[src/inc/fsr_defs.svh]
// Opcodes, bit positions, masks and counts of the flash status register logic
`ifndef FSR_DEFS_SVH
`define FSR_DEFS_SVH

`define FSR_OP_READ_ONE 8'h05
`define FSR_OP_READ_TWO 8'h35
`define FSR_OP_WRITE_STATUS 8'h01
`define FSR_OP_WRITE_ENABLE 8'h06
`define FSR_OP_WRITE_DISABLE 8'h04
`define FSR_OP_PAGE_PROGRAM 8'h02
`define FSR_OP_ERASE_4K 8'h20
`define FSR_OP_ERASE_32K 8'h52
`define FSR_OP_ERASE_64K 8'hD8
`define FSR_OP_CHIP_ERASE_A 8'hC7
`define FSR_OP_CHIP_ERASE_B 8'h60
`define FSR_OP_SEC_PROGRAM 8'h42
`define FSR_OP_SEC_ERASE 8'h44

`define FSR_B1_WRITE_MASK 8'hFC
`define FSR_B2_WRITE_MASK 8'h7B
`define FSR_B1_RESET 6'h00
`define FSR_B2_RESET 8'h00
`define FSR_B2_PROT_HIGH 0
`define FSR_B2_QUAD 1
`define FSR_B2_LOCK_LO 3
`define FSR_B2_LOCK_HI 5
`define FSR_B2_CMP 6
`define FSR_B1_FIELD_LO 2
`define FSR_B1_PROT_LOW 5

`define FSR_IDX_OPCODE 4'h0
`define FSR_IDX_DATA1 4'h1
`define FSR_IDX_DATA2 4'h2
`define FSR_CNT_OPCODE 4'h1
`define FSR_CNT_ONE_DATA 4'h2
`define FSR_CNT_TWO_DATA 4'h3
`define FSR_CNT_ADDRESS 4'h4
`define FSR_CNT_MAX 4'hF
`define FSR_BIT_FIRST 3'h7
`define FSR_BIT_ZERO 3'h0
`define FSR_PAGE_FIRST 8'h01
`define FSR_PAGE_LAST 8'h03

`endif

[src/inc/fsr_pkg.sv]
// Types and shared decode functions of the flash status register logic
`include "fsr_defs.svh"

package fsr_pkg;

    typedef enum logic [3:0] {
        FSR_CMD_NONE = 4'b0000,
        FSR_CMD_READ_ONE = 4'b0001,
        FSR_CMD_READ_TWO = 4'b0010,
        FSR_CMD_WRITE_STATUS = 4'b0011,
        FSR_CMD_WRITE_ENABLE = 4'b0100,
        FSR_CMD_WRITE_DISABLE = 4'b0101,
        FSR_CMD_ARRAY = 4'b0110,
        FSR_CMD_CHIP = 4'b0111,
        FSR_CMD_SECPAGE = 4'b1000,
        FSR_CMD_OTHER = 4'b1001
    } fsr_cmd_e;

    function automatic fsr_cmd_e fsr_decode(input logic [7:0] op);
        case (op)
            `FSR_OP_READ_ONE: fsr_decode = FSR_CMD_READ_ONE;
            `FSR_OP_READ_TWO: fsr_decode = FSR_CMD_READ_TWO;
            `FSR_OP_WRITE_STATUS: fsr_decode = FSR_CMD_WRITE_STATUS;
            `FSR_OP_WRITE_ENABLE: fsr_decode = FSR_CMD_WRITE_ENABLE;
            `FSR_OP_WRITE_DISABLE: fsr_decode = FSR_CMD_WRITE_DISABLE;
            `FSR_OP_PAGE_PROGRAM, `FSR_OP_ERASE_4K, `FSR_OP_ERASE_32K,
            `FSR_OP_ERASE_64K: fsr_decode = FSR_CMD_ARRAY;
            `FSR_OP_CHIP_ERASE_A, `FSR_OP_CHIP_ERASE_B: fsr_decode = FSR_CMD_CHIP;
            `FSR_OP_SEC_PROGRAM, `FSR_OP_SEC_ERASE: fsr_decode = FSR_CMD_SECPAGE;
            default: fsr_decode = FSR_CMD_OTHER;
        endcase
    endfunction

    // Protect pair and write-protect level decide whether status may change
    function automatic logic fsr_status_writable(input logic prot_high, input logic prot_low,
                                                 input logic wp_high);
        fsr_status_writable = !prot_high && (!prot_low || wp_high);
    endfunction

endpackage

[src/logic/fsr_spi_frame.sv]
// Serial frame engine: pin synchronisers, byte receiver, status byte shifter
`include "fsr_defs.svh"
module fsr_spi_frame
    import fsr_pkg::*;
(
    input wire logic clock,
    input wire logic reset,
    input wire logic sclk,
    input wire logic cs_n,
    input wire logic si,
    input wire logic tx_enable,
    input wire logic [7:0] tx_byte,
    output logic [7:0] rx_byte,
    output logic rx_valid,
    output logic frame_start,
    output logic frame_end,
    output logic [2:0] bit_count,
    output logic so_out,
    output logic so_oe
);
    logic [1:0] sclk_sync;
    logic [1:0] cs_sync;
    logic [1:0] si_sync;
    logic sclk_prev;
    logic cs_prev;
    logic [6:0] rx_shift;
    logic [2:0] tx_index;
    logic [7:0] tx_snap;

    wire sclk_rise = sclk_sync[1] & ~sclk_prev;
    wire sclk_fall = ~sclk_sync[1] & sclk_prev;
    wire selected = ~cs_sync[1];
    wire byte_done = sclk_rise && selected && (bit_count == `FSR_BIT_FIRST);
    wire first_bit = (tx_index == `FSR_BIT_FIRST);
    wire tx_bit = first_bit ? tx_byte[`FSR_BIT_FIRST] : tx_snap[tx_index];

    always_ff @(posedge clock or posedge reset)
    begin
        if (reset)
        begin
            sclk_sync <= 2'h0;
            cs_sync <= 2'h3;
            si_sync <= 2'h0;
            sclk_prev <= 1'b0;
            cs_prev <= 1'b1;
        end
        else
        begin
            sclk_sync <= {sclk_sync[0], sclk};
            cs_sync <= {cs_sync[0], cs_n};
            si_sync <= {si_sync[0], si};
            sclk_prev <= sclk_sync[1];
            cs_prev <= cs_sync[1];
        end
    end

    always_ff @(posedge clock or posedge reset)
    begin
        if (reset)
        begin
            frame_start <= 1'b0;
            frame_end <= 1'b0;
            bit_count <= 3'h0;
            rx_shift <= 7'h00;
            rx_byte <= 8'h00;
            rx_valid <= 1'b0;
        end
        else
        begin
            frame_start <= cs_prev & ~cs_sync[1];
            frame_end <= ~cs_prev & cs_sync[1];
            rx_valid <= byte_done;
            if (frame_start)
                bit_count <= 3'h0;
            else if (sclk_rise && selected)
                bit_count <= bit_count + 3'h1;
            if (sclk_rise && selected)
                rx_shift <= {rx_shift[5:0], si_sync[1]};
            if (byte_done)
                rx_byte <= {rx_shift, si_sync[1]};
        end
    end

    // Whole byte is snapped at its MSB so one repetition is never torn
    always_ff @(posedge clock or posedge reset)
    begin
        if (reset)
        begin
            tx_index <= `FSR_BIT_FIRST;
            tx_snap <= 8'h00;
            so_out <= 1'b0;
            so_oe <= 1'b0;
        end
        else if (!selected)
        begin
            tx_index <= `FSR_BIT_FIRST;
            so_oe <= 1'b0;
        end
        else if (sclk_fall && tx_enable)
        begin
            so_out <= tx_bit;
            so_oe <= 1'b1;
            tx_index <= tx_index - 3'h1;
            if (first_bit)
                tx_snap <= tx_byte;
        end
    end
endmodule

[src/logic/fsr_status_regs.sv]
// Status register bank of a serial flash: reads, writes, protection, write latch
`include "fsr_defs.svh"
// Functional notes
// Status reads work even while busy
// Opcode 05h streams first status byte
// Opcode 35h streams second status byte
// After bit 0 restart at bit 7, fresh
// Chip select high ends read, output released
// Byte one: protect, size, end, level, latch, busy
// Writes touch only byte one bits 7..2
// Byte two: complement, locks, quad, protect high
// Byte two bits 7, 2 read zero
// Protect pair and pin gate status writes
// Pattern 10 locks until power cycle; 11 forever
// Power cycle turns pattern 10 into 00
// Protection fields exported to array protection
// Latch clear rejects program, erase, status write
// Latch reads zero after reset
// Latch clears on write disable, write ops
// Partial or unknown opcode keeps latch
// Busy reads one during internal operations
// Host polls until busy drops
// Set lock bit refuses page program/erase
// Quad enable turns hold, protect pins bidirectional
// Bits MSB first, change on falling clock
module fsr_status_regs
    import fsr_pkg::*;
(
    input wire logic clock,
    input wire logic reset,
    input wire logic sclk,
    input wire logic cs_n,
    input wire logic si,
    input wire logic wp_n,
    input wire logic power_cycle,
    input wire logic array_busy,
    output logic so_out,
    output logic so_oe,
    output logic op_start,
    output logic [7:0] op_code,
    output logic [7:0] status_byte_one,
    output logic [7:0] status_byte_two,
    output logic [5:0] protect_fields,
    output logic [2:0] page_locks,
    output logic quad_pins_bidir
);
    logic [1:0] wp_sync;
    fsr_cmd_e cmd;
    logic [3:0] byte_count;
    logic [7:0] opcode_held;
    logic [7:0] data_one;
    logic [7:0] data_two;
    logic [5:0] byte_one_fields;
    logic [7:0] byte_two_store;
    logic write_enable_latch;
    logic busy_flag;
    logic tx_enable;
    logic frame_so_out;
    logic frame_so_oe;
    logic [7:0] rx_byte;
    logic rx_valid;
    logic frame_start;
    logic frame_end;
    logic [2:0] bit_count;

    fsr_spi_frame u_frame (
        .clock(clock),
        .reset(reset),
        .sclk(sclk),
        .cs_n(cs_n),
        .si(si),
        .tx_enable(tx_enable),
        .tx_byte((cmd == FSR_CMD_READ_TWO) ? status_byte_two : status_byte_one),
        .rx_byte(rx_byte),
        .rx_valid(rx_valid),
        .frame_start(frame_start),
        .frame_end(frame_end),
        .bit_count(bit_count),
        .so_out(frame_so_out),
        .so_oe(frame_so_oe)
    );

    // Field views of the stored bytes
    wire prot_low = byte_one_fields[`FSR_B1_PROT_LOW];
    wire prot_high = byte_two_store[`FSR_B2_PROT_HIGH];
    wire quad_enable = byte_two_store[`FSR_B2_QUAD];
    wire [2:0] lock_bits = byte_two_store[`FSR_B2_LOCK_HI:`FSR_B2_LOCK_LO];

    // In quad mode the protect pin carries data, so it no longer locks status
    wire wp_high = wp_sync[1] | quad_enable;

    wire aligned = (bit_count == `FSR_BIT_ZERO);
    wire just_opcode = aligned && (byte_count == `FSR_CNT_OPCODE);
    wire status_len_ok = aligned && ((byte_count == `FSR_CNT_ONE_DATA) ||
                                     (byte_count == `FSR_CNT_TWO_DATA));
    wire addr_len_ok = aligned && (byte_count >= `FSR_CNT_ADDRESS);
    wire write_type = (cmd == FSR_CMD_WRITE_STATUS) || (cmd == FSR_CMD_ARRAY) ||
                      (cmd == FSR_CMD_CHIP) || (cmd == FSR_CMD_SECPAGE);

    // Lock check on the page byte of a security page address
    wire page_in_range = (data_two >= `FSR_PAGE_FIRST) && (data_two <= `FSR_PAGE_LAST);
    wire [1:0] page_sel = data_two[1:0] - 2'h1;
    wire page_locked = page_in_range && lock_bits[page_sel];

    wire status_write_ok = frame_end && (cmd == FSR_CMD_WRITE_STATUS) &&
                           write_enable_latch && !busy_flag && status_len_ok &&
                           fsr_status_writable(prot_high, prot_low, wp_high);
    wire array_go = (cmd == FSR_CMD_ARRAY) ? addr_len_ok :
                    (cmd == FSR_CMD_CHIP) ? just_opcode :
                    (cmd == FSR_CMD_SECPAGE) ? (addr_len_ok && page_in_range && !page_locked) :
                    1'b0;
    wire next_op_start = frame_end && write_enable_latch && !busy_flag && array_go;

    // Byte two write keeps reserved bits zero and lock bits one-time set
    wire [7:0] byte_two_written = (data_two & `FSR_B2_WRITE_MASK) |
                                  {2'b00, lock_bits, 3'b000};

    always_ff @(posedge clock or posedge reset)
    begin
        if (reset)
            wp_sync <= 2'h0;
        else
            wp_sync <= {wp_sync[0], wp_n};
    end

    always_ff @(posedge clock or posedge reset)
    begin
        if (reset)
            busy_flag <= 1'b0;
        else
            busy_flag <= array_busy;
    end

    // Command tracking per frame
    always_ff @(posedge clock or posedge reset)
    begin
        if (reset)
        begin
            cmd <= FSR_CMD_NONE;
            byte_count <= 4'h0;
            opcode_held <= 8'h00;
            data_one <= 8'h00;
            data_two <= 8'h00;
        end
        else if (frame_start)
        begin
            cmd <= FSR_CMD_NONE;
            byte_count <= 4'h0;
        end
        else if (rx_valid)
        begin
            if (byte_count != `FSR_CNT_MAX)
                byte_count <= byte_count + 4'h1;
            if (byte_count == `FSR_IDX_OPCODE)
            begin
                cmd <= fsr_decode(rx_byte);
                opcode_held <= rx_byte;
            end
            if (byte_count == `FSR_IDX_DATA1)
                data_one <= rx_byte;
            if (byte_count == `FSR_IDX_DATA2)
                data_two <= rx_byte;
        end
    end

    // Status reads are served regardless of busy
    always_ff @(posedge clock or posedge reset)
    begin
        if (reset)
            tx_enable <= 1'b0;
        else
            tx_enable <= (cmd == FSR_CMD_READ_ONE) || (cmd == FSR_CMD_READ_TWO);
    end

    // Write enable latch
    always_ff @(posedge clock or posedge reset)
    begin
        if (reset)
            write_enable_latch <= 1'b0;
        else if (power_cycle)
            write_enable_latch <= 1'b0;
        else if (frame_end)
        begin
            if (cmd == FSR_CMD_WRITE_ENABLE && just_opcode && !busy_flag)
                write_enable_latch <= 1'b1;
            else if (cmd == FSR_CMD_WRITE_DISABLE && just_opcode)
                write_enable_latch <= 1'b0;
            else if (write_type)
                write_enable_latch <= 1'b0;
        end
    end

    // Writable status fields
    always_ff @(posedge clock or posedge reset)
    begin
        if (reset)
        begin
            byte_one_fields <= `FSR_B1_RESET;
            byte_two_store <= `FSR_B2_RESET;
        end
        else if (power_cycle)
        begin
            if (prot_high && !prot_low)
            begin
                byte_two_store[`FSR_B2_PROT_HIGH] <= 1'b0;
            end
        end
        else if (status_write_ok)
        begin
            byte_one_fields <= data_one[7:`FSR_B1_FIELD_LO];
            if (byte_count == `FSR_CNT_TWO_DATA)
                byte_two_store <= byte_two_written;
        end
    end

    // Array operation launch toward the program/erase engine
    always_ff @(posedge clock or posedge reset)
    begin
        if (reset)
        begin
            op_start <= 1'b0;
            op_code <= 8'h00;
        end
        else
        begin
            op_start <= next_op_start;
            if (next_op_start)
                op_code <= opcode_held;
        end
    end

    // Registered views; reads see them one clock behind the fields
    always_ff @(posedge clock or posedge reset)
    begin
        if (reset)
        begin
            status_byte_one <= 8'h00;
            status_byte_two <= 8'h00;
            protect_fields <= 6'h00;
            page_locks <= 3'h0;
            quad_pins_bidir <= 1'b0;
            so_out <= 1'b0;
            so_oe <= 1'b0;
        end
        else
        begin
            status_byte_one <= {byte_one_fields, write_enable_latch, busy_flag};
            status_byte_two <= byte_two_store & `FSR_B2_WRITE_MASK;
            protect_fields <= {byte_two_store[`FSR_B2_CMP], byte_one_fields[4:0]};
            page_locks <= lock_bits;
            quad_pins_bidir <= quad_enable;
            so_out <= frame_so_out;
            so_oe <= frame_so_oe;
        end
    end
endmodule

[config.mk]
export PLATFORM = sky130hd
export DESIGN_NAME = fsr_status_regs
export DESIGN_NICKNAME = d
export VERILOG_FILES = /design/src/inc/fsr_pkg.sv /design/src/logic/fsr_spi_frame.sv /design/src/logic/fsr_status_regs.sv
export VERILOG_INCLUDE_DIRS = /design/src /design/src/inc
export SDC_FILE = /design/constraint.sdc
export NUM_CORES = 1
export LEC_CHECK = 0
export ABC_CLOCK_PERIOD_IN_PS = 5200
export CORE_AREA = 2 2 108 110
export DETAILED_ROUTE_END_ITERATION = 6
export DIE_AREA = 0 0 110 112
export DONT_BUFFER_PORTS = 1
export GPL_TIMING_DRIVEN = 0
export PLACE_DENSITY_LB_ADDON = 0.3
export SLEW_MARGIN = 40
export SYNTH_ARGS = -nofsm -noshare
export SYNTH_HDL_FRONTEND = slang
export SYNTH_SLANG_ARGS = --single-unit
[constraint.sdc]
create_clock -name clock -period 5.2 [get_ports clock]
set_input_delay 1.3 -clock clock [delete_from_list [all_inputs] [get_ports clock]]
set_output_delay 1.3 -clock clock [all_outputs]
set_load 0.05 [all_outputs]
==> flow_metrics.env, run 1 <==
export IMPL_fp_row_count=39
export IMPL_cp_startpoint="protect_fields[1]$_DFF_PP0_"
export IMPL_first_iter_violations=166
export IMPL_endpoint_kind="output pin"
export IMPL_grt_pass1_wl_mm=15.2
export IMPL_r2r_start="data_two[0]$_DFFE_PP0P_"
export IMPL_min_period_ns=2.68
export IMPL_yosysTopAreaCellShare=0.554
export IMPL_finalHoldViolations=0
export IMPL_min_from="u_frame.sclk_sync[0]$_DFF_PP0_"
export IMPL_core_area_sq_um=11200
export IMPL_via_per_inst=5.19
export IMPL_cp_num_buf_inv=1
export IMPL_crit_family="flip-flops"
export IMPL_critPathLaunchType="flop"
export IMPL_rsz0062_at_grt="no"
export IMPL_root_buffer="clkbuf_16"
export IMPL_fin_ws_ns=2.52
export IMPL_fin_crit_sh=0.516
export IMPL_avgSynthCellArea_sq_um=12.6
export IMPL_fin_skew_ns=0.00523
export IMPL_grt_max_degree=61
export IMPL_synth_seq_area_share=0.586
export IMPL_die_w_microns=110
export IMPL_cts_setup_buffers=0
export IMPL_final_common_cell="dfrtp_1"
export IMPL_post_route_util=0.508
export IMPL_p_per_area_nw_per_um2=375
export IMPL_final_cell_count_no_fill=565
export IMPL_grt_pass1_vias=3059
export IMPL_port_buffers=0
export IMPL_area_growth_pct=16.4
export IMPL_cp_max_fo=3
export IMPL_holdBufCountCts=0
export IMPL_slowest_stage="dfrtp_1"
export IMPL_gp_congestion=0.794
export IMPL_fin_nets=428
export IMPL_timing_fmax_mhz=373
export IMPL_cp_cell_sequence="buf_4"
export IMPL_final_cell_mix="dfrtp_1 (108), mux2_2 (47), nor2_1 (31), a21oi_1 (18)"
export IMPL_tightest_slew_ns=0.768
export IMPL_drt_total_wl_mm=8.91
export IMPL_required_ns=3.90
export IMPL_insertion_delay_ns=0.41
export IMPL_dieArea_sq_um=12300
export IMPL_grt_overflow=0
export IMPL_dpl_hpwl_mm=6.09
export IMPL_htreeDepth=4
export IMPL_antenna_found_initial=0
export IMPL_synth_edff_count=0
export IMPL_layout_drive_gt1_share=0.263
export IMPL_antenna_left=0
export IMPL_start_util=0.437
export IMPL_tns_ns=0
export IMPL_netlist_area_sq_um=4880
export IMPL_pre_cts_ws_ns=2.21
export IMPL_wire_per_inst_microns=15.8
export IMPL_setup_violations=0
export IMPL_track_usage=0.162
export IMPL_antenna_cells=0
export IMPL_drc_errors=0
export IMPL_clk_path_buf_depth=2
export IMPL_num_io_pins=45
export IMPL_path_clk_slew_ns=0.05
export IMPL_power_leakage_nw=2.74
export IMPL_vias=2934
export IMPL_clock_sinks=114
export IMPL_dpl_cell_count=533
export IMPL_slew_viol_final=0
export IMPL_hold_class="reg -> reg"
export IMPL_run_status="finished clean"
export IMPL_cp_slowest_stage_delay_ns=0.67
export IMPL_ir_drop_mv=0.239
export IMPL_ys_ff_latch=114
export IMPL_yosysTopAreaCell="dfrtp_1"
export IMPL_synth_area_leaders="dfrtp_1 (55%), mux2_2 (11%), dfstp_2 (3.2%)"
export IMPL_holdWs_ns=0.347
export IMPL_cts_tree="yes"
export IMPL_syn_inst=388
export IMPL_cts_buffers=17
export IMPL_die_h_microns=112
export IMPL_worst_ep_arrival_time_ns=1.38
export IMPL_synthFlopType="dfrtp_1"
export IMPL_critPathKind="reg -> out"
export IMPL_ys_types=48
export IMPL_asyncSetResetFlopFracSynth=1.00
export IMPL_post_cts_resized=0
export IMPL_cap_violations=0
export IMPL_drtPass1Iterations=4
export IMPL_ys_warn_count=0
export IMPL_relSlewSlack=0.486
flip-flops by register name, indices dropped and copies added, names as in the netlist, 6 cells and up:
signal	flops
u_frame.rx_shift	7
op_code	8
u_frame.rx_byte	8
opcode_held	8
byte_two_store	6
data_one	6
byte_one_fields	6
u_frame.tx_snap	8
data_two	8
synth_stat cells, types with 6 or more instances:
library cell and count:
inv_1 18, o21ai_0 10, and3_1 7, mux2_2 47
nand2b_1 6, mux2i_1 8, clkbuf_1 16, dfrtp_1 108
nand2_1 11, nor2b_1 6, mux2_4 8, a21oi_1 18
ha_1 11, buf_4 12, nor2_1 31, dfstp_2 6
power by group:
group | internal (W) | total, W | switching [W]
registers | 0.000919 | 0.000941 | 0.0000210
clock network | 0.000735 | 0.00113 | 0.000394
logic | 0.0000275 | 0.0000610 | 0.0000334
stage by stage:
stage               cell area (sq um)  power [W]
finish                           5680    0.00213
global route                     5680    0.00221
CTS                              5680    0.00215
detailed placement               5100    0.00102
global placement                 5060    0.00101
floorplan                        4890   0.000998
final cells by class:
cell class	instances	area, sq um
clock inverters	11	110
fillers	959	5490
multi-input cells	228	1800
inverters	18	75.1
repair buffers	1	27.5
well taps	143	179
flip-flops and latches	114	2860
plain buffers	29	161
clock buffers	21	470
metal layers:
layer,global-route usage,part of all wire,vias up
met4,0.0608,0.018,0
met5,0,0,-
li1,-,-,1383
met3,0.0679,0.063,19
met1,0.220,0.47,1462
met2,0.231,0.45,70
cell families after synthesis:
kind of cell	share of synthesized area
xor gates and xnor gates	0.0126
adders and majority gates	0.0282
and+or+nand+nor	0.110
AOI/OAI and AO/OA	0.0574
muxes	0.159
other	0.000768
DFF	0.586
buffers and inverters	0.0469
worst paths after layout:
kind,endpoint,cells past startpoint,slack (ns)
max,status_byte_one[3],1,2.52
min,u_frame.sclk_sync[1]$_DFF_PP0_,0,0.35
max reg2reg,op_code[2]$_DFFE_PP0P_,8,2.68
min reg2reg,u_frame.sclk_sync[1]$_DFF_PP0_,0,0.35
max in group asynchronous,u_frame.tx_index[2]$_DFFE_PP1P_,2,3.81
min in group asynchronous,u_frame.sclk_sync[1]$_DFF_PP0_,1,0.73
No activity file was read; power rests on OpenSTA's default activity.
==> run 2: changes to the inputs <==
--- a/config.mk
+++ b/config.mk
@@ -6,10 +6,11 @@
 export SDC_FILE = /design/constraint.sdc
 export NUM_CORES = 1
 export LEC_CHECK = 0
-export ABC_CLOCK_PERIOD_IN_PS = 5200
-export CORE_AREA = 2 2 108 110
+export ABC_AREA = 1
+export ABC_CLOCK_PERIOD_IN_PS = 2300
+export CORE_AREA = 2 2 110 112
 export DETAILED_ROUTE_END_ITERATION = 6
-export DIE_AREA = 0 0 110 112
+export DIE_AREA = 0 0 112 114
 export DONT_BUFFER_PORTS = 1
 export GPL_TIMING_DRIVEN = 0
 export PLACE_DENSITY_LB_ADDON = 0.3
==> constraint.sdc (replaced) <==
create_clock -name clock -period 2.3 [get_ports clock]
set_input_delay 0.575 -clock clock [delete_from_list [all_inputs] [get_ports clock]]
set_output_delay 0.575 -clock clock [all_outputs]
set_load 0.05 [all_outputs]
==> run 2 against run 1 <==
Sequential share of layout area down 2.2 points. Critical path type unchanged. Sequential cell count stayed put. Clock power up 120%. Count of clock-buffer cells in the layout stayed put. Register-to-register slack got worse by 2.1 ns. Wire length up 11%.
==> flow_metrics.env, run 2 <==
export IMPL_run_status="finished clean"
export IMPL_antenna_cells=0
export IMPL_critPathKind="reg -> out"
export IMPL_core_area_sq_um=11700
export IMPL_worstReg2RegEnd="byte_two_store[1]$_DFFE_PP0P_"
export IMPL_grt_overflow=0
export IMPL_crit_family="flip-flops"
export IMPL_ys_ff_latch=114
export IMPL_ir_drop_mv=0.586
export IMPL_tightest_slew_ns=0.540
export IMPL_slew_viol_final=0
export IMPL_via_per_inst=4.91
export IMPL_timing_fmax_mhz=511
export IMPL_p_per_area_nw_per_um2=803
export IMPL_avgSynthCellArea_sq_um=9.17
export IMPL_asyncSetResetFlopFracSynth=1.00
export IMPL_fin_crit_sh=0.850
export IMPL_port_buffers=0
export IMPL_cp_slowest_stage_delay_ns=0.68
export IMPL_pre_cts_ws_ns=0.593
export IMPL_clk_path_buf_depth=2
export IMPL_final_common_cell="nand2_1"
export IMPL_required_ns=1.73
export IMPL_num_io_pins=45
export IMPL_synth_seq_area_share=0.562
export IMPL_setup_violations=0
export IMPL_ys_types=36
export IMPL_grt_pass1_vias=3557
export IMPL_fp_row_count=40
export IMPL_finalHoldViolations=0
export IMPL_synth_area_leaders="dfrtp_1 (53%), nand2_1 (10%), nor2_1 (4.4%)"
export IMPL_area_growth_pct=16.7
export IMPL_cap_violations=0
export IMPL_hold_class="in -> async"
export IMPL_drc_errors=0
export IMPL_netlist_area_sq_um=5090
export IMPL_fin_nets=598
export IMPL_die_w_microns=112
export IMPL_worst_ep_arrival_time_ns=1.38
export IMPL_final_cell_mix="nand2_1 (142), dfrtp_1 (108), nor2_1 (59), inv_1 (50), o21ai_0 (37)"
export IMPL_holdWs_ns=0.0211
export IMPL_fin_ws_ns=0.344
export IMPL_ys_warn_count=0
export IMPL_dpl_cell_count=707
export IMPL_root_buffer="clkbuf_16"
export IMPL_synthFlopType="dfrtp_1"
export IMPL_htreeDepth=4
export IMPL_yosysTopAreaCellShare=0.531
export IMPL_antenna_found_initial=0
export IMPL_path_clk_slew_ns=0.05
export IMPL_yosysMostFrequentCell="nand2_1"
export IMPL_holdBufCountCts=0
export IMPL_drtPass1Iterations=4
export IMPL_synth_edff_count=0
export IMPL_insertion_delay_ns=0.41
export IMPL_dieArea_sq_um=12800
export IMPL_multi_input_area_sq_um=1850
export IMPL_endpoint_kind="output pin"
export IMPL_wire_per_inst_microns=13.3
export IMPL_cts_buffers=17
export IMPL_slowest_stage="dfrtp_1"
export IMPL_vias=3627
export IMPL_reg2reg_depth=9
export IMPL_gp_congestion=0.859
export IMPL_critPathLaunchType="flop"
export IMPL_yosysTopAreaCell="dfrtp_1"
export IMPL_layout_drive_gt1_share=0.208
export IMPL_cp_cell_sequence="buf_4"
export IMPL_final_cell_count_no_fill=739
export IMPL_fin_skew_ns=0.00857
export IMPL_cp_depth=1
export IMPL_cp_num_buf_inv=1
export IMPL_grt_max_degree=28
export IMPL_seq_area_sq_um=2860
export IMPL_synth_common_cells="nand2_1 (142), dfrtp_1 (108), nor2_1 (59)"
export IMPL_syn_inst=555
export IMPL_r2r_slack_ns=0.57
export IMPL_num_fill_cells=1057
export IMPL_r2r_start="u_frame.bit_count[0]$_DFFE_PP0P_"
export IMPL_cts_setup_buffers=0
export IMPL_track_usage=0.168
export IMPL_start_util=0.434
export IMPL_clock_sinks=114
export IMPL_relSlewSlack=0.640
export IMPL_first_iter_violations=250
export IMPL_antenna_left=0
export IMPL_die_h_microns=114
export IMPL_power_leakage_nw=2.93
export IMPL_cp_max_fo=3
export IMPL_rsz0062_at_grt="no"
export IMPL_min_period_ns=1.96
export IMPL_cts_tree="yes"
export IMPL_grt_pass1_wl_mm=16.8
export IMPL_drt_total_wl_mm=9.86
export IMPL_dpl_hpwl_mm=7.10
export IMPL_post_cts_resized=0
==> run 2: cell count changes after synthesis, moves of 14 or more <==
| cell | delta |
|---|---|
| mux2_2 | -47 |
| nand3_1 | +15 |
| nand2_2 | +27 |
| nor2_1 | +28 |
| o21ai_0 | +27 |
| inv_1 | +33 |
| o21ai_2 | +15 |
| nand2_1 | +131 |
| clkbuf_1 | -14 |
==> run 2: cell families (layout without fill, tap and decap cells) <==
kind of cell,after synthesis,after routing,synth area share
and+or+nand+nor,267,267,0.234
DFF,114,114,0.562
AOI/OAI and AO/OA,82,82,0.0994
buffers and inverters,79,115,0.0748
adders and majority gates,11,11,0.0271
other,1,2,0.000737
xor gates and xnor gates,1,1,0.00172
==> run 2: metal layers <==
| layer | track usage | up-vias | part of all wire |
|---|---|---|---|
| li1 | - | 1803 | - |
| met2 | 0.267 | 83 | 0.48 |
| met3 | 0.0611 | 20 | 0.048 |
| met4 | 0.0740 | 0 | 0.026 |
| met1 | 0.206 | 1721 | 0.45 |
| met5 | 0 | - | 0 |
==> run 2: final cells by class <==
| cell class | instances | area share |
|---|---|---|
| timing repair buffer | 4 | 0.0135 |
| sequential | 114 | 0.482 |
| tap | 147 | 0.0310 |
| inverter | 60 | 0.0398 |
| multi-input combinational | 363 | 0.312 |
| clock inverter | 11 | 0.0185 |
| clock buffer | 21 | 0.0792 |
| buffer | 19 | 0.0249 |
==> run 2: where the power goes <==
group / leakage (nW) / internal (W) / switching, W
clock network: 0.288 / 0.00166 / 0.000864
registers: 1.51 / 0.00206 / 0.0000302
logic: 1.13 / 0.0000457 / 0.000110
==> run 2: how the worst max path moves through the flow <==
stage / from / slack [ns] / to
after global placement: reset / -0.19 / op_code[2]$_DFFE_PP0P_
after global routing: protect_fields[0]$_DFF_PP0_ / 0.29 / status_byte_one[2]
after detailed placement: u_frame.bit_count[0]$_DFFE_PP0P_ / 0.59 / byte_two_store[1]$_DFFE_PP0P_
after floorplan: reset / 0.34 / busy_flag$_DFF_PP0_
after CTS: protect_fields[0]$_DFF_PP0_ / 0.32 / status_byte_one[2]
final: protect_fields[0]$_DFF_PP0_ / 0.34 / status_byte_one[2]
==> run 2: per-stage QoR <==
| stage | cell area (sq um) | setup TNS, ns | util | power (W) |
|---|---|---|---|---|
| after floorplan | 5090 | 0 | - | 0.00223 |
| final | 5940 | 0 | 0.507 | 0.00477 |
| after global placement | 5280 | -19.75 | 0.451 | 0.00226 |
| after detailed placement | 5360 | 0 | 0.458 | 0.00228 |
| after CTS | 5940 | 0 | 0.507 | 0.00483 |
| after global routing | 5940 | 0 | 0.507 | 0.00495 |
